<file path="src/rtl/slp_pkg.sv">
package slp_pkg;
    // ==========================================================
    // register map (byte addresses on the core bus)
    // ==========================================================
    localparam logic [15:0] ADDR_BREAK_WAKE_STATUS = 16'hfe00;
    localparam logic [15:0] ADDR_RESET_CAUSE_STATUS = 16'hfe01;
    localparam logic [15:0] ADDR_BREAK_FLAG_CONTROL = 16'hfe03;
    localparam logic [15:0] ADDR_INTERRUPT_PENDING_UPPER = 16'hfe05;

    // ==========================================================
    // field positions
    // ==========================================================
    localparam int BIT_BREAK_WOKE = 1;
    localparam int BIT_FLAG_CLEAR_PERMIT = 7;
    localparam int BIT_POWER_ON_CAUSE = 7;
    localparam int BIT_PIN_CAUSE = 6;
    localparam int BIT_WATCHDOG_CAUSE = 5;
    localparam int BIT_BAD_OPCODE_CAUSE = 4;
    localparam int BIT_BAD_FETCH_CAUSE = 3;
    localparam int UPPER_FLAG_COUNT = 4;

    // ==========================================================
    // reset values and timing
    // ==========================================================
    localparam logic [7:0] RESET_BYTE = 8'h00;
    localparam int STOP_RECOVERY_LONG = 4096;
    localparam int STOP_RECOVERY_SHORT = 32;
    localparam int XTAL_PER_BUS = 4;

    // ==========================================================
    // power states
    // ==========================================================
    typedef enum logic [1:0] {
        SLP_RUN,
        SLP_WAIT,
        SLP_STOP,
        SLP_RECOVER
    } slp_state_t;
endpackage

</file>
<file path="src/rtl/slp_sequencer.sv">
`timescale 1ns/100ps
//
// Behaviour
// RQ1: upper pending register shows sources seven to ten low, upper bits zero, read-only.
// RQ2: every reset source acts at once with equal top priority, no arbitration; the pin reset acts two cycles late, through its synchroniser.
// RQ3: break request forces the core to fetch the software trap vector.
// RQ4: in break, flag clearing elsewhere blocked unless clear permit bit set.
// RQ5: a flag cleared during permitted break clearing stays cleared after break.
// RQ6: two-step clears stay protected in break; second step after exit clears normally.
// RQ7: wait or stop instruction clears the global interrupt mask.
// RQ8: in wait the core clock stops, peripheral clocks keep running.
// RQ9: enabled interrupt wakes from wait; stacking starts one cycle later.
// RQ10: wait also ends on reset or break; break sets break-woke bit.
// RQ11: watchdog enabled and running in wait when watchdog disable is 0.
// RQ12: stop clears recovery counter and gates crystal and halved crystal clocks.
// RQ13: stop ends on interrupt, reset or break; stacking after recovery delay.
// RQ14: recovery is 4096 crystal cycles, or 32 when short recovery set.
// RQ15: software with an external crystal keeps short recovery clear.
// RQ16: recovery counter held cleared from stop until recovery begins, then counts.
// RQ17: break in stop sets break-woke; writing 0 clears it; reset clears it.
// RQ18: reading reset cause register clears all its flags.
// RQ19: power-on reset sets power-on flag and clears the others.
// RQ20: reset cause flags for pin, watchdog, bad opcode, bad fetch address.
// RQ21: clear permit bit read/write; 1 allows clearing in break, 0 prevents it.
// RQ22: flag seven timer overflow, eight sync processor, ten conversion complete.
// RQ23: break-woke and clear permit bits at fixed positions, other bits zero.
module slp_sequencer #(
    parameter int RECOVERY_LONG = slp_pkg::STOP_RECOVERY_LONG,
    parameter int RECOVERY_SHORT = slp_pkg::STOP_RECOVERY_SHORT
) (
    input wire logic core_clk_in,
    input wire logic rst_in,
    input wire logic power_on_rst_in,
    input wire logic pin_rst_in,
    input wire logic watchdog_rst_in,
    input wire logic bad_opcode_rst_in,
    input wire logic bad_fetch_rst_in,
    input wire logic break_req_in,
    input wire logic wait_exec_in,
    input wire logic stop_exec_in,
    input wire logic irq_wake_in,
    input wire logic timer_overflow_irq_in,
    input wire logic sync_proc_irq_in,
    input wire logic source_nine_irq_in,
    input wire logic conversion_done_irq_in,
    input wire logic watchdog_disable_in,
    input wire logic short_stop_recovery_in,
    input wire logic [15:0] addr_in,
    input wire logic [7:0] wdata_in,
    input wire logic rd_in,
    input wire logic wr_in,
    output logic [7:0] rdata_out,
    output logic sys_reset_out,
    output logic trap_fetch_out,
    output logic break_state_out,
    output logic flag_clear_allowed_out,
    output logic clear_int_mask_out,
    output logic core_clk_en_out,
    output logic periph_clk_en_out,
    output logic crystal_clk_en_out,
    output logic halved_clk_en_out,
    output logic watchdog_run_out,
    output logic stack_start_out
);
    localparam int CW = 13;

    initial begin
        if (RECOVERY_SHORT < 2 * slp_pkg::XTAL_PER_BUS || RECOVERY_LONG >= (1 << CW)
                || RECOVERY_SHORT > RECOVERY_LONG) begin
            $error("slp_sequencer: recovery counts out of range");
        end
    end

    // ==========================================================
    // pin synchroniser
    // ==========================================================
    logic pin_meta_r;
    logic pin_sync_r;
    logic pin_meta_nxt;
    logic pin_sync_nxt;

    always_comb begin
        pin_meta_nxt = pin_rst_in;
        pin_sync_nxt = pin_meta_r;
    end

    always_ff @(posedge core_clk_in) begin
        pin_meta_r <= pin_meta_nxt;
        pin_sync_r <= pin_sync_nxt;
    end

    // ==========================================================
    // reset combining
    // ==========================================================
    logic any_rst;
    assign any_rst = rst_in | power_on_rst_in | pin_sync_r | watchdog_rst_in
        | bad_opcode_rst_in | bad_fetch_rst_in; // [RQ2]

    // ==========================================================
    // register state
    // ==========================================================
    slp_pkg::slp_state_t state_r;
    slp_pkg::slp_state_t state_nxt;
    logic break_woke_r;
    logic break_woke_nxt;
    logic clear_permit_r;
    logic clear_permit_nxt;
    logic [7:0] cause_r;
    logic [7:0] cause_nxt;
    logic [7:0] rdata_r;
    logic [7:0] rdata_nxt;
    logic in_break_r;
    logic in_break_nxt;
    logic trap_r;
    logic trap_nxt;
    logic mask_clr_r;
    logic mask_clr_nxt;
    logic stack_r;
    logic stack_nxt;
    logic rec_done;
    logic [3:0] upper_flags;
    logic woke_set;

    // a break that ends wait or stop this cycle; it outranks a clearing write
    assign woke_set = break_req_in && (state_r == slp_pkg::SLP_WAIT || state_r == slp_pkg::SLP_STOP);

    assign upper_flags = {conversion_done_irq_in, source_nine_irq_in,
        sync_proc_irq_in, timer_overflow_irq_in}; // [RQ22]

    // recovery counter: held cleared outside recovery, counts crystal cycles
    slp_recovery_counter #(
        .WIDTH(CW)
    ) u_recovery (
        .core_clk_in(core_clk_in),
        .rst_in(rst_in),
        .hold_in(state_r != slp_pkg::SLP_RECOVER), // [RQ16] [RQ12]
        .step_in(CW'(slp_pkg::XTAL_PER_BUS)),
        .limit_in(short_stop_recovery_in ? CW'(RECOVERY_SHORT) : CW'(RECOVERY_LONG)), // [RQ14]
        .done_out(rec_done)
    );

    // ==========================================================
    // power sequencing, break and registers: next values
    // ==========================================================
    always_comb begin
        state_nxt = state_r;
        break_woke_nxt = break_woke_r;
        clear_permit_nxt = clear_permit_r;
        cause_nxt = cause_r;
        rdata_nxt = rdata_r;
        in_break_nxt = in_break_r;
        trap_nxt = 1'b0;
        mask_clr_nxt = 1'b0;
        stack_nxt = 1'b0;
        // power and break sequencing
        unique case (state_r)
            slp_pkg::SLP_RUN: begin
                if (wait_exec_in) begin
                    state_nxt = slp_pkg::SLP_WAIT;
                    mask_clr_nxt = 1'b1; // [RQ7]
                end else if (stop_exec_in) begin
                    state_nxt = slp_pkg::SLP_STOP;
                    mask_clr_nxt = 1'b1; // [RQ7]
                end
            end
            slp_pkg::SLP_WAIT: begin
                if (break_req_in) begin
                    state_nxt = slp_pkg::SLP_RUN;
                    break_woke_nxt = 1'b1; // [RQ10]
                end else if (irq_wake_in) begin
                    state_nxt = slp_pkg::SLP_RUN;
                    stack_nxt = 1'b1; // [RQ9]
                end
            end
            slp_pkg::SLP_STOP: begin
                if (break_req_in) begin
                    state_nxt = slp_pkg::SLP_RECOVER;
                    break_woke_nxt = 1'b1; // [RQ17]
                end else if (irq_wake_in) begin
                    state_nxt = slp_pkg::SLP_RECOVER; // [RQ13]
                end
            end
            slp_pkg::SLP_RECOVER: begin
                if (rec_done) begin
                    state_nxt = slp_pkg::SLP_RUN;
                    stack_nxt = 1'b1; // [RQ13]
                end
            end
        endcase
        // break entry forces the trap vector, outside stop recovery
        if (break_req_in && !in_break_r && state_nxt != slp_pkg::SLP_RECOVER) begin
            in_break_nxt = 1'b1;
            trap_nxt = 1'b1; // [RQ3]
        end else if (!break_req_in && state_r == slp_pkg::SLP_RUN) begin
            in_break_nxt = 1'b0;
        end
        // register writes
        if (wr_in && addr_in == slp_pkg::ADDR_BREAK_WAKE_STATUS && !wdata_in[slp_pkg::BIT_BREAK_WOKE]
                && !woke_set) begin
            break_woke_nxt = 1'b0; // [RQ17]
        end
        if (wr_in && addr_in == slp_pkg::ADDR_BREAK_FLAG_CONTROL) begin
            clear_permit_nxt = wdata_in[slp_pkg::BIT_FLAG_CLEAR_PERMIT]; // [RQ21]
        end
        // register reads; reset cause clears on read
        rdata_nxt = slp_pkg::RESET_BYTE;
        if (rd_in) begin
            unique case (addr_in)
                slp_pkg::ADDR_BREAK_WAKE_STATUS: rdata_nxt[slp_pkg::BIT_BREAK_WOKE] = break_woke_r; // [RQ23]
                slp_pkg::ADDR_RESET_CAUSE_STATUS: begin
                    rdata_nxt = cause_r;
                    cause_nxt = slp_pkg::RESET_BYTE; // [RQ18]
                end
                slp_pkg::ADDR_BREAK_FLAG_CONTROL: begin
                    rdata_nxt[slp_pkg::BIT_FLAG_CLEAR_PERMIT] = clear_permit_r; // [RQ21]
                end
                slp_pkg::ADDR_INTERRUPT_PENDING_UPPER: begin
                    rdata_nxt[slp_pkg::UPPER_FLAG_COUNT-1:0] = upper_flags; // [RQ1]
                end
                default: rdata_nxt = slp_pkg::RESET_BYTE;
            endcase
        end
    end

    // ==========================================================
    // registers; every reset source acts at once except the pin, two cycles late through its synchroniser
    // ==========================================================
    always_ff @(posedge core_clk_in) begin
        if (any_rst) begin // [RQ2]
            state_r <= slp_pkg::SLP_RUN; // [RQ10] [RQ13]
            break_woke_r <= 1'b0; // [RQ17]
            clear_permit_r <= 1'b0;
            rdata_r <= slp_pkg::RESET_BYTE;
            in_break_r <= 1'b0;
            trap_r <= 1'b0;
            mask_clr_r <= 1'b0;
            stack_r <= 1'b0;
        end else begin
            state_r <= state_nxt;
            break_woke_r <= break_woke_nxt;
            clear_permit_r <= clear_permit_nxt;
            rdata_r <= rdata_nxt;
            in_break_r <= in_break_nxt;
            trap_r <= trap_nxt;
            mask_clr_r <= mask_clr_nxt;
            stack_r <= stack_nxt;
        end
    end

    // reset cause capture: power-on wins and clears the rest
    always_ff @(posedge core_clk_in) begin
        if (power_on_rst_in) begin
            cause_r <= 8'(1 << slp_pkg::BIT_POWER_ON_CAUSE); // [RQ19]
        end else if (any_rst) begin
            cause_r <= cause_r | ({7'h00, pin_sync_r} << slp_pkg::BIT_PIN_CAUSE)
                | ({7'h00, watchdog_rst_in} << slp_pkg::BIT_WATCHDOG_CAUSE)
                | ({7'h00, bad_opcode_rst_in} << slp_pkg::BIT_BAD_OPCODE_CAUSE)
                | ({7'h00, bad_fetch_rst_in} << slp_pkg::BIT_BAD_FETCH_CAUSE); // [RQ20]
        end else begin
            cause_r <= cause_nxt;
        end
    end

    // ==========================================================
    // registered outputs
    // ==========================================================
    logic rst_out_r;
    logic core_en_r;
    logic periph_en_r;
    logic xtal_en_r;
    logic wdog_r;
    logic permit_out_r;

    always_ff @(posedge core_clk_in) begin
        rst_out_r <= any_rst;
        core_en_r <= (state_nxt == slp_pkg::SLP_RUN) | any_rst; // [RQ8]
        periph_en_r <= (state_nxt != slp_pkg::SLP_STOP) | any_rst; // [RQ8] [RQ12]
        xtal_en_r <= (state_nxt != slp_pkg::SLP_STOP) | any_rst; // [RQ12]
        wdog_r <= ~watchdog_disable_in; // [RQ11]
        permit_out_r <= ~in_break_nxt | clear_permit_nxt | any_rst; // [RQ4] [RQ5] [RQ6]
    end

    assign rdata_out = rdata_r;
    assign sys_reset_out = rst_out_r;
    assign trap_fetch_out = trap_r;
    assign break_state_out = in_break_r;
    assign flag_clear_allowed_out = permit_out_r;
    assign clear_int_mask_out = mask_clr_r;
    assign core_clk_en_out = core_en_r;
    assign periph_clk_en_out = periph_en_r;
    assign crystal_clk_en_out = xtal_en_r;
    assign halved_clk_en_out = xtal_en_r;
    assign watchdog_run_out = wdog_r;
    assign stack_start_out = stack_r;
endmodule

</file>
<file path="src/rtl/slp_recovery_counter.sv">
`timescale 1ns/100ps
// counts crystal clock cycles while enabled, held cleared otherwise
module slp_recovery_counter #(
    parameter int WIDTH = 13
) (
    input wire logic core_clk_in,
    input wire logic rst_in,
    input wire logic hold_in,
    input wire logic [WIDTH-1:0] step_in,
    input wire logic [WIDTH-1:0] limit_in,
    output logic done_out
);
    logic [WIDTH-1:0] count_r;
    logic [WIDTH-1:0] count_nxt;
    logic done_r;
    logic done_nxt;

    // ==========================================================
    // next state
    // ==========================================================
    always_comb begin
        count_nxt = count_r;
        done_nxt = 1'b0;
        if (hold_in) begin
            count_nxt = '0;
        end else if (count_r >= limit_in - step_in) begin
            done_nxt = 1'b1;
        end else begin
            count_nxt = count_r + step_in;
        end
    end

    always_ff @(posedge core_clk_in) begin
        if (rst_in) begin
            count_r <= '0;
            done_r <= 1'b0;
        end else begin
            count_r <= count_nxt;
            done_r <= done_nxt;
        end
    end

    assign done_out = done_r;
endmodule

</file>
<file path="config.mk">
export PLATFORM = sky130hd
export DESIGN_NAME = slp_sequencer
export DESIGN_NICKNAME = d
export VERILOG_FILES = /design/src/rtl/slp_pkg.sv /design/src/rtl/slp_sequencer.sv /design/src/rtl/slp_recovery_counter.sv
export SDC_FILE = /design/constraint.sdc
export NUM_CORES = 1
export LEC_CHECK = 0
export ABC_AREA = 0
export BUFFER_PORTS_ARGS = -buffer_cell sky130_fd_sc_hd__buf_2
export CAP_MARGIN = 20
export CELL_PAD_IN_SITES_DETAIL_PLACEMENT = 0
export CELL_PAD_IN_SITES_GLOBAL_PLACEMENT = 1
export CORE_UTILIZATION = 35
export DETAILED_ROUTE_END_ITERATION = 12
export GPL_TIMING_DRIVEN = 0
export PLACE_DENSITY_LB_ADDON = 0.1
export SLEW_MARGIN = 20
export SYNTH_ARGS = -nofsm -noshare
export SYNTH_HDL_FRONTEND = slang
export SYNTH_HIERARCHICAL = 1
export SYNTH_SLANG_ARGS = --single-unit
</file>
<file path="constraint.sdc">
create_clock -name core_clk_in -period 3.2 [get_ports core_clk_in]
set_input_delay 0.32 -clock core_clk_in [delete_from_list [all_inputs] [get_ports core_clk_in]]
set_output_delay 0.32 -clock core_clk_in [all_outputs]
set_load 0.02 [all_outputs]
</file>
==> results of run 1 <==
synth_stat cells (6+ instances only):
library cell   n
o21ai_0       10
xor2_1         7
nor2_1        34
dfxtp_1       42
nor4_1        10
xnor2_1        9
mux2i_1       10
inv_1         32
ha_1          42
nand2_1       17
a21o_1         8
a21oi_1       24
nand3_1        6
nor2b_1       10
nor3_1        12
critical path, stage by stage:
cell and delay [ps]:
buf_2 110, ha_1 200, nor3_1 210, a21oi_1 150, nor4_1 190, a211oi_1 100
ha_1 310, nand3_1 70, nand2_1 110, o22ai_2 110, a31oi_4 380, buf_8 210
mux2i_1 190, nor2_1 50
final cells by class:
class                           count  share of cell area (%)
Buffer                              9                    1.55
Clock buffer                        5                    1.78
Clock inverter                      3                    1.78
Inverter                           32                    3.10
Multi-Input combinational cell    323                    59.5
Sequential cell                    42                    21.7
Tap cell                          108                    3.49
Timing Repair Buffer               55                    7.11
state kept, by name, summed over array words and instances (netlist names):
register and count:
watchdog_run_out 1, state_r 2, u_recovery/done_out 1, pin_meta_r 1, core_clk_en_out 1, break_state_out 1
trap_fetch_out 1, crystal_clk_en_out 1, clear_int_mask_out 1, break_woke_r 1, clear_permit_r 1, flag_clear_allowed_out 1
rdata_out 8, cause_r 5, sys_reset_out 1, u_recovery/count_r 13, pin_sync_r 1, stack_start_out 1
kinds of logic (layout without fill, tap and decap cells):
logic type | Yosys count | after routing | synth area share (%)
and+or+nand+nor | 123 | 123 | 21.5
other | 2 | 39 | 0.236
buffers and inverters | 41 | 104 | 5.66
adders and majority gates | 44 | 44 | 17.8
muxes | 10 | 10 | 3.14
xor gates and xnor gates | 16 | 16 | 4.40
DFF | 42 | 42 | 26.4
AOI/OAI and AO/OA | 91 | 91 | 20.8
power by group:
group | internal [mW] | leakage [nW] | switching (mW)
Combinational | 0.117 | 1.47 | 0.145
Clock | 0.313 | 0.0683 | 0.193
Sequential | 0.528 | 0.341 | 0.00232
layer usage:
layer  part of all wire, %  up-vias  wire length [µm]  track usage, %
met5                     0        -                 0               0
met4                  0.80        0                53            3.39
met3                   4.1        4               270            2.73
met2                    48       48              3150            25.1
met1                    48     1236              3150            18.4
li1                      -     1489                 -               -
worst max-delay path by stage:
stage,start,end,slack [ps],cells after the start
after global placement,short_stop_recovery_in,u_recovery/count_r[8]$_SDFFE_PP0N_,360,14
after floorplan,short_stop_recovery_in,u_recovery/count_r[12]$_SDFFE_PP0N_,790,12
after detailed placement,short_stop_recovery_in,u_recovery/count_r[8]$_SDFFE_PP0N_,360,14
final,short_stop_recovery_in,u_recovery/count_r[8]$_SDFFE_PP0N_,670,14
after CTS,short_stop_recovery_in,u_recovery/count_r[8]$_SDFFE_PP0N_,660,14
after global routing,short_stop_recovery_in,u_recovery/count_r[6]$_SDFFE_PP0N_,480,14
==> flow_summary.json, run 1 <==
{
  "portBuffers": 55,
  "netlist_area_um2": 3180,
  "antenna_found_initial": 0,
  "drive_gt1_share_pct": 18.6,
  "r2r_end": "u_recovery/count_r[8]$_SDFFE_PP0N_",
  "cts_tree": "built",
  "first_global_vias": 2653,
  "synth_top_cells_by_area": "dfxtp_1, ha_1, nor2_1",
  "initial_core_util_pct": 36.3,
  "synth_edf_count": 0,
  "synth.distinct_cells": 66,
  "holdPathStages": 1,
  "stdcell_count": 577,
  "wire_per_inst_um": 11.5,
  "core_um2": 8760,
  "cts_sinks": 42,
  "place_ws_ps": 358,
  "worstPathArrival_ps": 2690,
  "grt_pass1_wl_um": 11600,
  "cts_buffers": 5,
  "setup_viol": 0,
  "netlist.area_leader.share_pct": 26.4,
  "area_growth_pct": 21.6,
  "fin_skew_ps": 11.7,
  "final_nets": 555,
  "fin_crit_sh_pct": 78.9,
  "gr-total-overflow": 0,
  "dp_cells": 569,
  "dieArea_um2": 9480,
  "netlist_instances": 369,
  "detail_route.iter0.violations": 82,
  "finalHoldViolations": 0,
  "final_common_cell": "buf_2",
  "route.vias.total": 2777,
  "hpwl_um": 5390,
  "grtUsageTotal_pct": 14.5,
  "die_x_um": 97.4,
  "ys_ff_latch": 42,
  "drt-total-wl_um": 6630,
  "path_clk_slew_ps": 80,
  "drv_cap": 0,
  "detail-route-antenna-nets": 0,
  "rsz0062_at_grt": "no",
  "ys_async_sr_fraction_pct": 0,
  "r2r_setup_slack_ps": 1240,
  "via_per_inst": 4.81,
  "layout_common_cells": "buf_2, ha_1, dfxtp_1",
  "n_fill_cell": 918,
  "post_cts_resize_count": 0,
  "firstDrtPassIters": 4,
  "layout_setup_ws_ps": 675,
  "fin_hold_ws_ps": 118,
  "layout_min_cycle_time_ps": 2530,
  "endpoint_kind": "flip-flop",
  "min_path_type": "primary input to flip-flop",
  "synth_ff_type": "dfxtp_1",
  "worstSkewPairLatency_ps": 300,
  "htreeDepth": 2,
  "seqCellArea_um2": 841,
  "max_freq_ghz": 0.396,
  "yosysSeqAreaShare_pct": 26.4,
  "ir_drop_v": 0.000233,
  "num_rows": 34,
  "outcome": "complete, no violations",
  "design_area_um2": 3870,
  "max_slew_margin_pct": 64.8,
  "crit_required_ps": 3360,
  "multi_input_area_um2": 2300,
  "place_congestion": 0.775,
  "root_buffer": "clkbuf_8",
  "yosysWarnings": 6,
  "leakage_nw": 1.88,
  "post-route-util_pct": 44.2,
  "reg2reg_depth": 8,
  "drv_slew": 0,
  "tns_ps": 0,
  "antenna_cells": 0,
  "synth.avg_cell_area_um2": 8.63,
  "path_class": "primary input to flip-flop",
  "hold_path_end": "pin_meta_r$_DFF_P_",
  "boundaryPins": 62,
  "timing.rr.start": "u_recovery/count_r[5]$_SDFFE_PP0N_",
  "place_area_um2": 3730,
  "fp.dieH_um": 97.4,
  "post_cts_buffers": 0,
  "start_kind": "primary input",
  "worst_pin_slew_ps": 528,
  "grt_max_degree": 15,
  "clock_path_buffers": 2,
  "min_from": "pin_rst_in",
  "power_density_nw_per_um2": 335,
  "yosysTopAreaCell": "dfxtp_1",
  "drc": 0,
  "cp_max_fo": 10,
  "finalPower_mw": 1.30,
  "holdBufCountCts": 0
}
Power figures use the tool's default switching activity.
==> run 2, diff against run 1 <==
ABC_AREA = 1   (was 0)
clock period = 2.57 ns   (was 3.2 ns; I/O delays follow)
==> run 2 against run 1 <==
Compared with the run above: clock power is 7.5% higher; largest power group unchanged; critical endpoint is now u_recovery/count_r[4]$_SDFFE_PP0N_; first-iteration DRC count up 26%; hold slack got worse by 67 ps; synthesized cell count grew 53%.
==> flow_summary.json, run 2 <==
{
  "outcome": "complete, no violations",
  "antenna_cells": 0,
  "finalPower_mw": 1.55,
  "post_cts_resize_count": 0,
  "post-route-util_pct": 43.3,
  "fin_skew_ps": 7.09,
  "dp_cells": 790,
  "synth_most_common_cell": "nand2_1",
  "drt-total-wl_um": 7950,
  "min_path_type": "primary input to flip-flop",
  "path_cells": "buf_2 > ha_1 > a21oi_1 > o21ai_0 > nand2_1 > nand3_1 > xor2_1 > ha_1 > nand2_1 > nand2_1 > nand2_1 > nand2_1 > a21oi_1 > nand3_2 > buf_6 > a21oi_1 > nor2_1",
  "layout_common_cells": "nand2_1, inv_1, nor2_1",
  "cpMaxStageDelayCell": "ha_1",
  "stdcell_count": 798,
  "worstSkewPairLatency_ps": 300,
  "max_freq_ghz": 0.425,
  "wire_per_inst_um": 9.96,
  "n_fill_cell": 1054,
  "pwr-share-comb_pct": 22.4,
  "area_growth_pct": 19.3,
  "synth_common_cells": "nand2_1, inv_1, nor2_1, dfxtp_1, ha_1",
  "holdPathStages": 1,
  "min_from": "pin_rst_in",
  "yosysSeqAreaShare_pct": 23.5,
  "grtUsageTotal_pct": 15.9,
  "grt_max_degree": 14,
  "detail-route-antenna-nets": 0,
  "power_density_nw_per_um2": 364,
  "gr-total-overflow": 0,
  "htreeDepth": 2,
  "p_seq_share_pct": 42.6,
  "path_class": "primary input to flip-flop",
  "cts_sinks": 42,
  "crit_required_ps": 2780,
  "ir_drop_v": 0.000201,
  "num_rows": 36,
  "initial_core_util_pct": 36.3,
  "synth.avg_cell_area_um2": 6.34,
  "core_um2": 9860,
  "fin_crit_sh_pct": 91.5,
  "netlist.area_leader.share_pct": 23.5,
  "detail_route.iter0.violations": 103,
  "post_cts_buffers": 0,
  "netlist_instances": 565,
  "cp_max_fo": 10,
  "synth_edf_count": 0,
  "route.vias.total": 3378,
  "worstPathArrival_ps": 2560,
  "multi_input_area_um2": 2370,
  "die_x_um": 103,
  "final_nets": 751,
  "max_slew_margin_pct": 66.2,
  "finalHoldViolations": 0,
  "drv_slew": 0,
  "drv_cap": 0,
  "start_kind": "primary input",
  "worst_pin_slew_ps": 505,
  "r2r_end": "u_recovery/count_r[4]$_SDFFE_PP0N_",
  "final_common_cell": "nand2_1",
  "place_congestion": 0.798,
  "synth.distinct_cells": 32,
  "firstDrtPassIters": 4,
  "synth_ff_type": "dfxtp_1",
  "fp.dieH_um": 103,
  "power.share.switching_pct": 30.1,
  "tns_ps": 0,
  "portBuffers": 55,
  "slowest_delay_ps": 290,
  "crit_top_cell": "nand2_1",
  "cts_tree": "built",
  "largest-register": "u_recovery/count_r",
  "yosysWarnings": 6,
  "ys_ff_latch": 42,
  "seqCellArea_um2": 841,
  "root_buffer": "clkbuf_8",
  "reg2reg_depth": 10,
  "p_clk_share_pct": 35.0,
  "largest_reg_flops": 13,
  "first_global_vias": 2971,
  "setup_viol": 0,
  "ys_async_sr_fraction_pct": 0,
  "antenna_found_initial": 0,
  "rsz0062_at_grt": "no",
  "p_sw_uw": 467,
  "cts_buffers": 5,
  "path_clk_slew_ps": 90,
  "hold_path_end": "pin_meta_r$_DFF_P_",
  "drive_gt1_share_pct": 11.9,
  "yosysTopAreaCell": "dfxtp_1",
  "boundaryPins": 62,
  "intPower_mw": 1.09,
  "r2r_setup_slack_ps": 710,
  "fin_hold_ws_ps": 51.8,
  "dieArea_um2": 10600,
  "hpwl_um": 6640,
  "netlist_area_um2": 3580,
  "layout_min_cycle_time_ps": 2350,
  "clock_path_buffers": 2,
  "synth_top_cells_by_area": "dfxtp_1, nand2_1, ha_1",
  "drc": 0,
  "endpoint_kind": "flip-flop",
  "grt_pass1_wl_um": 13000,
  "leakage_nw": 2.32,
  "via_per_inst": 4.23,
  "holdBufCountCts": 0,
  "timing.rr.start": "u_recovery/count_r[8]$_SDFFE_PP0N_"
}
run 2: changes by cell type after synthesis, sizes merged, moves of 8 or more:
cell,before,now
a21o,8,0
inv,32,122
mux2i,10,0
nand2,17,159
nand3,6,37
nand4,2,19
nor2,36,66
nor2b,11,1
nor4,11,1
xor2,7,15
run 2: area by class of cell:
| type | instances | share of cell area (%) |
|---|---|---|
| Clock inverter | 2 | 0.878 |
| Clock buffer | 6 | 1.70 |
| Tap cell | 133 | 3.89 |
| Multi-Input combinational cell | 433 | 55.5 |
| Buffer | 5 | 1.20 |
| Timing Repair Buffer | 55 | 6.44 |
| Inverter | 122 | 10.7 |
| Sequential cell | 42 | 19.7 |
run 2: logic make-up (layout without fill, tap and decap cells):
logic type      Yosys count  after routing  synth area share (%)
simple gates            292            292                  36.1
buf+inv                 127            190                  14.2
fa+ha+maj                44             44                  15.8
flops                    42             42                  23.5
compound gates           41             41                  6.08
xor+xnor                 17             17                  4.16
other cells               2             39                 0.210
run 2: worst max path at each step:
stage / start / end / slack [ps] / cells after the start
after floorplan: short_stop_recovery_in / u_recovery/count_r[3]$_SDFFE_PP0N_ / 430 / 15
after global placement: short_stop_recovery_in / u_recovery/count_r[3]$_SDFFE_PP0N_ / -90 / 17
after detailed placement: short_stop_recovery_in / u_recovery/count_r[4]$_SDFFE_PP0N_ / -80 / 17
after CTS: short_stop_recovery_in / u_recovery/count_r[4]$_SDFFE_PP0N_ / 240 / 17
after global routing: short_stop_recovery_in / u_recovery/count_r[3]$_SDFFE_PP0N_ / 20 / 18
final: short_stop_recovery_in / u_recovery/count_r[4]$_SDFFE_PP0N_ / 220 / 17
run 2: stage by stage:
stage	area, µm²	setup slack, ps
2_1_floorplan	3720	432
3_3_place_gp	4160	-92.2
3_5_place_dp	4160	-75.5
4_1_cts	4270	237
5_1_grt	4270	17.6
6_report	4270	219
run 2: power groups by stage:
stage               sequential, mW  clock (mW)  combinational (mW)
floorplan                    0.678           0               0.256
global placement             0.677           0               0.328
detailed placement           0.677           0               0.331
CTS                          0.662       0.575               0.332
global route                 0.663       0.597               0.408
finish                       0.662       0.544               0.348
run 2: layer usage:
| metal | global-route usage [%] | vias up | routed length [µm] |
|---|---|---|---|
| met3 | 3.83 | 6 | 385 |
| met4 | 4.01 | 0 | 79 |
| met5 | 0 | - | 0 |
| met1 | 20.5 | 1399 | 3890 |
| li1 | - | 1912 | - |
| met2 | 26.6 | 61 | 3590 |
run 2: worst max-delay path: cells and delay by family:
kind            cells  cell delay [ps]
xor+xnor            1              160
compound gates      4              620
buf+inv             2              360
simple gates        8              690
fa+ha+maj           2              480
==> run 3, diff against run 2 <==
clock period = 2.3 ns   (was 2.57 ns; I/O delays follow)
==> run 3 against run 2 <==
Compared with the run above: total power increased by 12%; critical path depth increased by 2; non-clock buffer count increased by 4; register-to-register slack got worse by 110 ps; first-iteration DRC count decreased by 6.8%; clock skew decreased by 3.3 ps; sequential share of layout area decreased by 0.47 points; critical path type unchanged; critical endpoint is now u_recovery/count_r[7]$_SDFFE_PP0N_.
==> flow_summary.json, run 3 (synthesis gave the netlist of run 2 again) <==
{
  "fin_skew_ps": 3.83,
  "die_x_um": 103,
  "max_freq_ghz": 0.480,
  "cts_sinks": 42,
  "cts_buffers": 5,
  "htreeDepth": 2,
  "cts_tree": "built",
  "path_clk_slew_ps": 90,
  "cpMaxStageDelayCell": "ha_1",
  "hpwl_um": 6640,
  "boundaryPins": 62,
  "drc": 0,
  "intPower_mw": 1.22,
  "portBuffers": 55,
  "start_kind": "primary input",
  "power.share.switching_pct": 30.2,
  "worstPathArrival_ps": 2280,
  "rsz0062_at_grt": "no",
  "detail_route.iter0.violations": 96,
  "cp_max_fo": 6,
  "antenna_found_initial": 0,
  "drive_gt1_share_pct": 13.6,
  "antenna_cells": 0,
  "outcome": "complete, no violations",
  "crit_top_cell": "nand2_1",
  "setup_viol": 0,
  "detail-route-antenna-nets": 0,
  "place_ws_ps": -318,
  "final_nets": 755,
  "grt_pass1_wl_um": 13000,
  "wire_per_inst_um": 10.0,
  "core_um2": 9860,
  "gr-total-overflow": 0,
  "p_seq_share_pct": 42.3,
  "grt_max_degree": 14,
  "firstDrtPassIters": 4,
  "pwr-share-comb_pct": 23.1,
  "route.vias.total": 3407,
  "fin_crit_sh_pct": 90.5,
  "finalHoldViolations": 0,
  "layout_min_cycle_time_ps": 2080,
  "via_per_inst": 4.25,
  "layout_common_cells": "nand2_1, inv_1, nor2_1",
  "area_growth_pct": 22.2,
  "fp.dieH_um": 103,
  "drt-total-wl_um": 8050,
  "drv_slew": 0,
  "min_path_type": "primary input to flip-flop",
  "layout_setup_ws_ps": 218,
  "worstSkewPairLatency_ps": 300,
  "endpoint_kind": "flip-flop",
  "crit_required_ps": 2500,
  "grtUsageTotal_pct": 15.9,
  "final_common_cell": "nand2_1",
  "largest-register": "u_recovery/count_r",
  "num_rows": 36,
  "path_class": "primary input to flip-flop",
  "clock_path_buffers": 2,
  "initial_core_util_pct": 36.3,
  "finalPower_mw": 1.75,
  "leakage_nw": 2.35,
  "p_sw_uw": 527,
  "tns_ps": 0,
  "root_buffer": "clkbuf_8",
  "slowest_delay_ps": 320,
  "place_congestion": 0.798,
  "dieArea_um2": 10600,
  "fin_hold_ws_ps": 23.8,
  "ir_drop_v": 0.000225,
  "first_global_vias": 2979,
  "power_density_nw_per_um2": 399,
  "largest_reg_flops": 13,
  "path_cells": "buf_2 > ha_2 > nand2_1 > nand2_1 > inv_1 > o21ai_2 > nand2_1 > nand3_1 > xor2_1 > ha_1 > nand2_1 > inv_1 > nand2_1 > nand2_1 > a21oi_2 > nand3_4 > clkbuf_16 > nor2_1 > nor2_1",
  "p_clk_share_pct": 34.6,
  "drv_cap": 0
}
[run 3: cell count changes in the layout (fill, tap and decap cells not counted), sizes merged]
cell    delta
buf        +3
clkbuf     +1
[run 3: area by class of cell]
class                      count  area [µm²]
inverter                     122         458
timing repair buffer          59         334
buffer                         5        55.1
multi-input combinational    433        2410
sequential                    42         841
fill                        1050        5490
tap                          133         166
clock inverter                 2        37.5
clock buffer                   6        72.6
[run 3: worst paths after layout]
check             cells past startpoint                            endpoint  slack [ps]                          startpoint
setup / recovery                     19  u_recovery/count_r[7]$_SDFFE_PP0N_         220              short_stop_recovery_in
hold / removal                        1                  pin_meta_r$_DFF_P_          20                          pin_rst_in
setup reg to reg                     10  u_recovery/count_r[7]$_SDFFE_PP0N_         600  u_recovery/count_r[8]$_SDFFE_PP0N_
hold reg to reg                       0                  pin_sync_r$_DFF_P_         330                  pin_meta_r$_DFF_P_
[run 3: per-stage QoR]
stage,util (%),instance area [µm²],std cells
2_1_floorplan,-,3720,602
3_3_place_gp,42.2,4160,790
3_5_place_dp,42.2,4160,790
4_1_cts,43.5,4290,800
5_1_grt,44.4,4380,802
6_report,44.4,4380,802
[run 3: what timing repair did]
item / 4_1_cts / 5_1_grt
setup buffers: 2 / 0
hold buffers: 0 / 0
resized for setup: 0 / 17
pin swaps: 1 / 6
gates cloned: 0 / 2
endpoints found under the setup margin: 2 / 13
[run 3: worst max-delay path: cells and delay by family]
family          cells  cell delay [ps]
simple gates       10              770
fa+ha+maj           2              490
buf+inv             4              410
compound gates      2              210
xor+xnor            1              190
[run 3: power by group through the flow]
stage | sequential, mW | clock (mW) | combinational [mW]
after floorplan | 0.758 | 0 | 0.286
after global placement | 0.757 | 0 | 0.366
after detailed placement | 0.756 | 0 | 0.370
after CTS | 0.740 | 0.642 | 0.372
after global routing | 0.741 | 0.667 | 0.469
final | 0.739 | 0.604 | 0.403
[run 3: routing by layer]
layer,global-route usage [%],routed length [µm],vias up
met3,3.83,369,6
met4,4.01,79,0
met5,0,0,-
met1,20.5,3950,1426
li1,-,-,1921
met2,26.7,3650,54
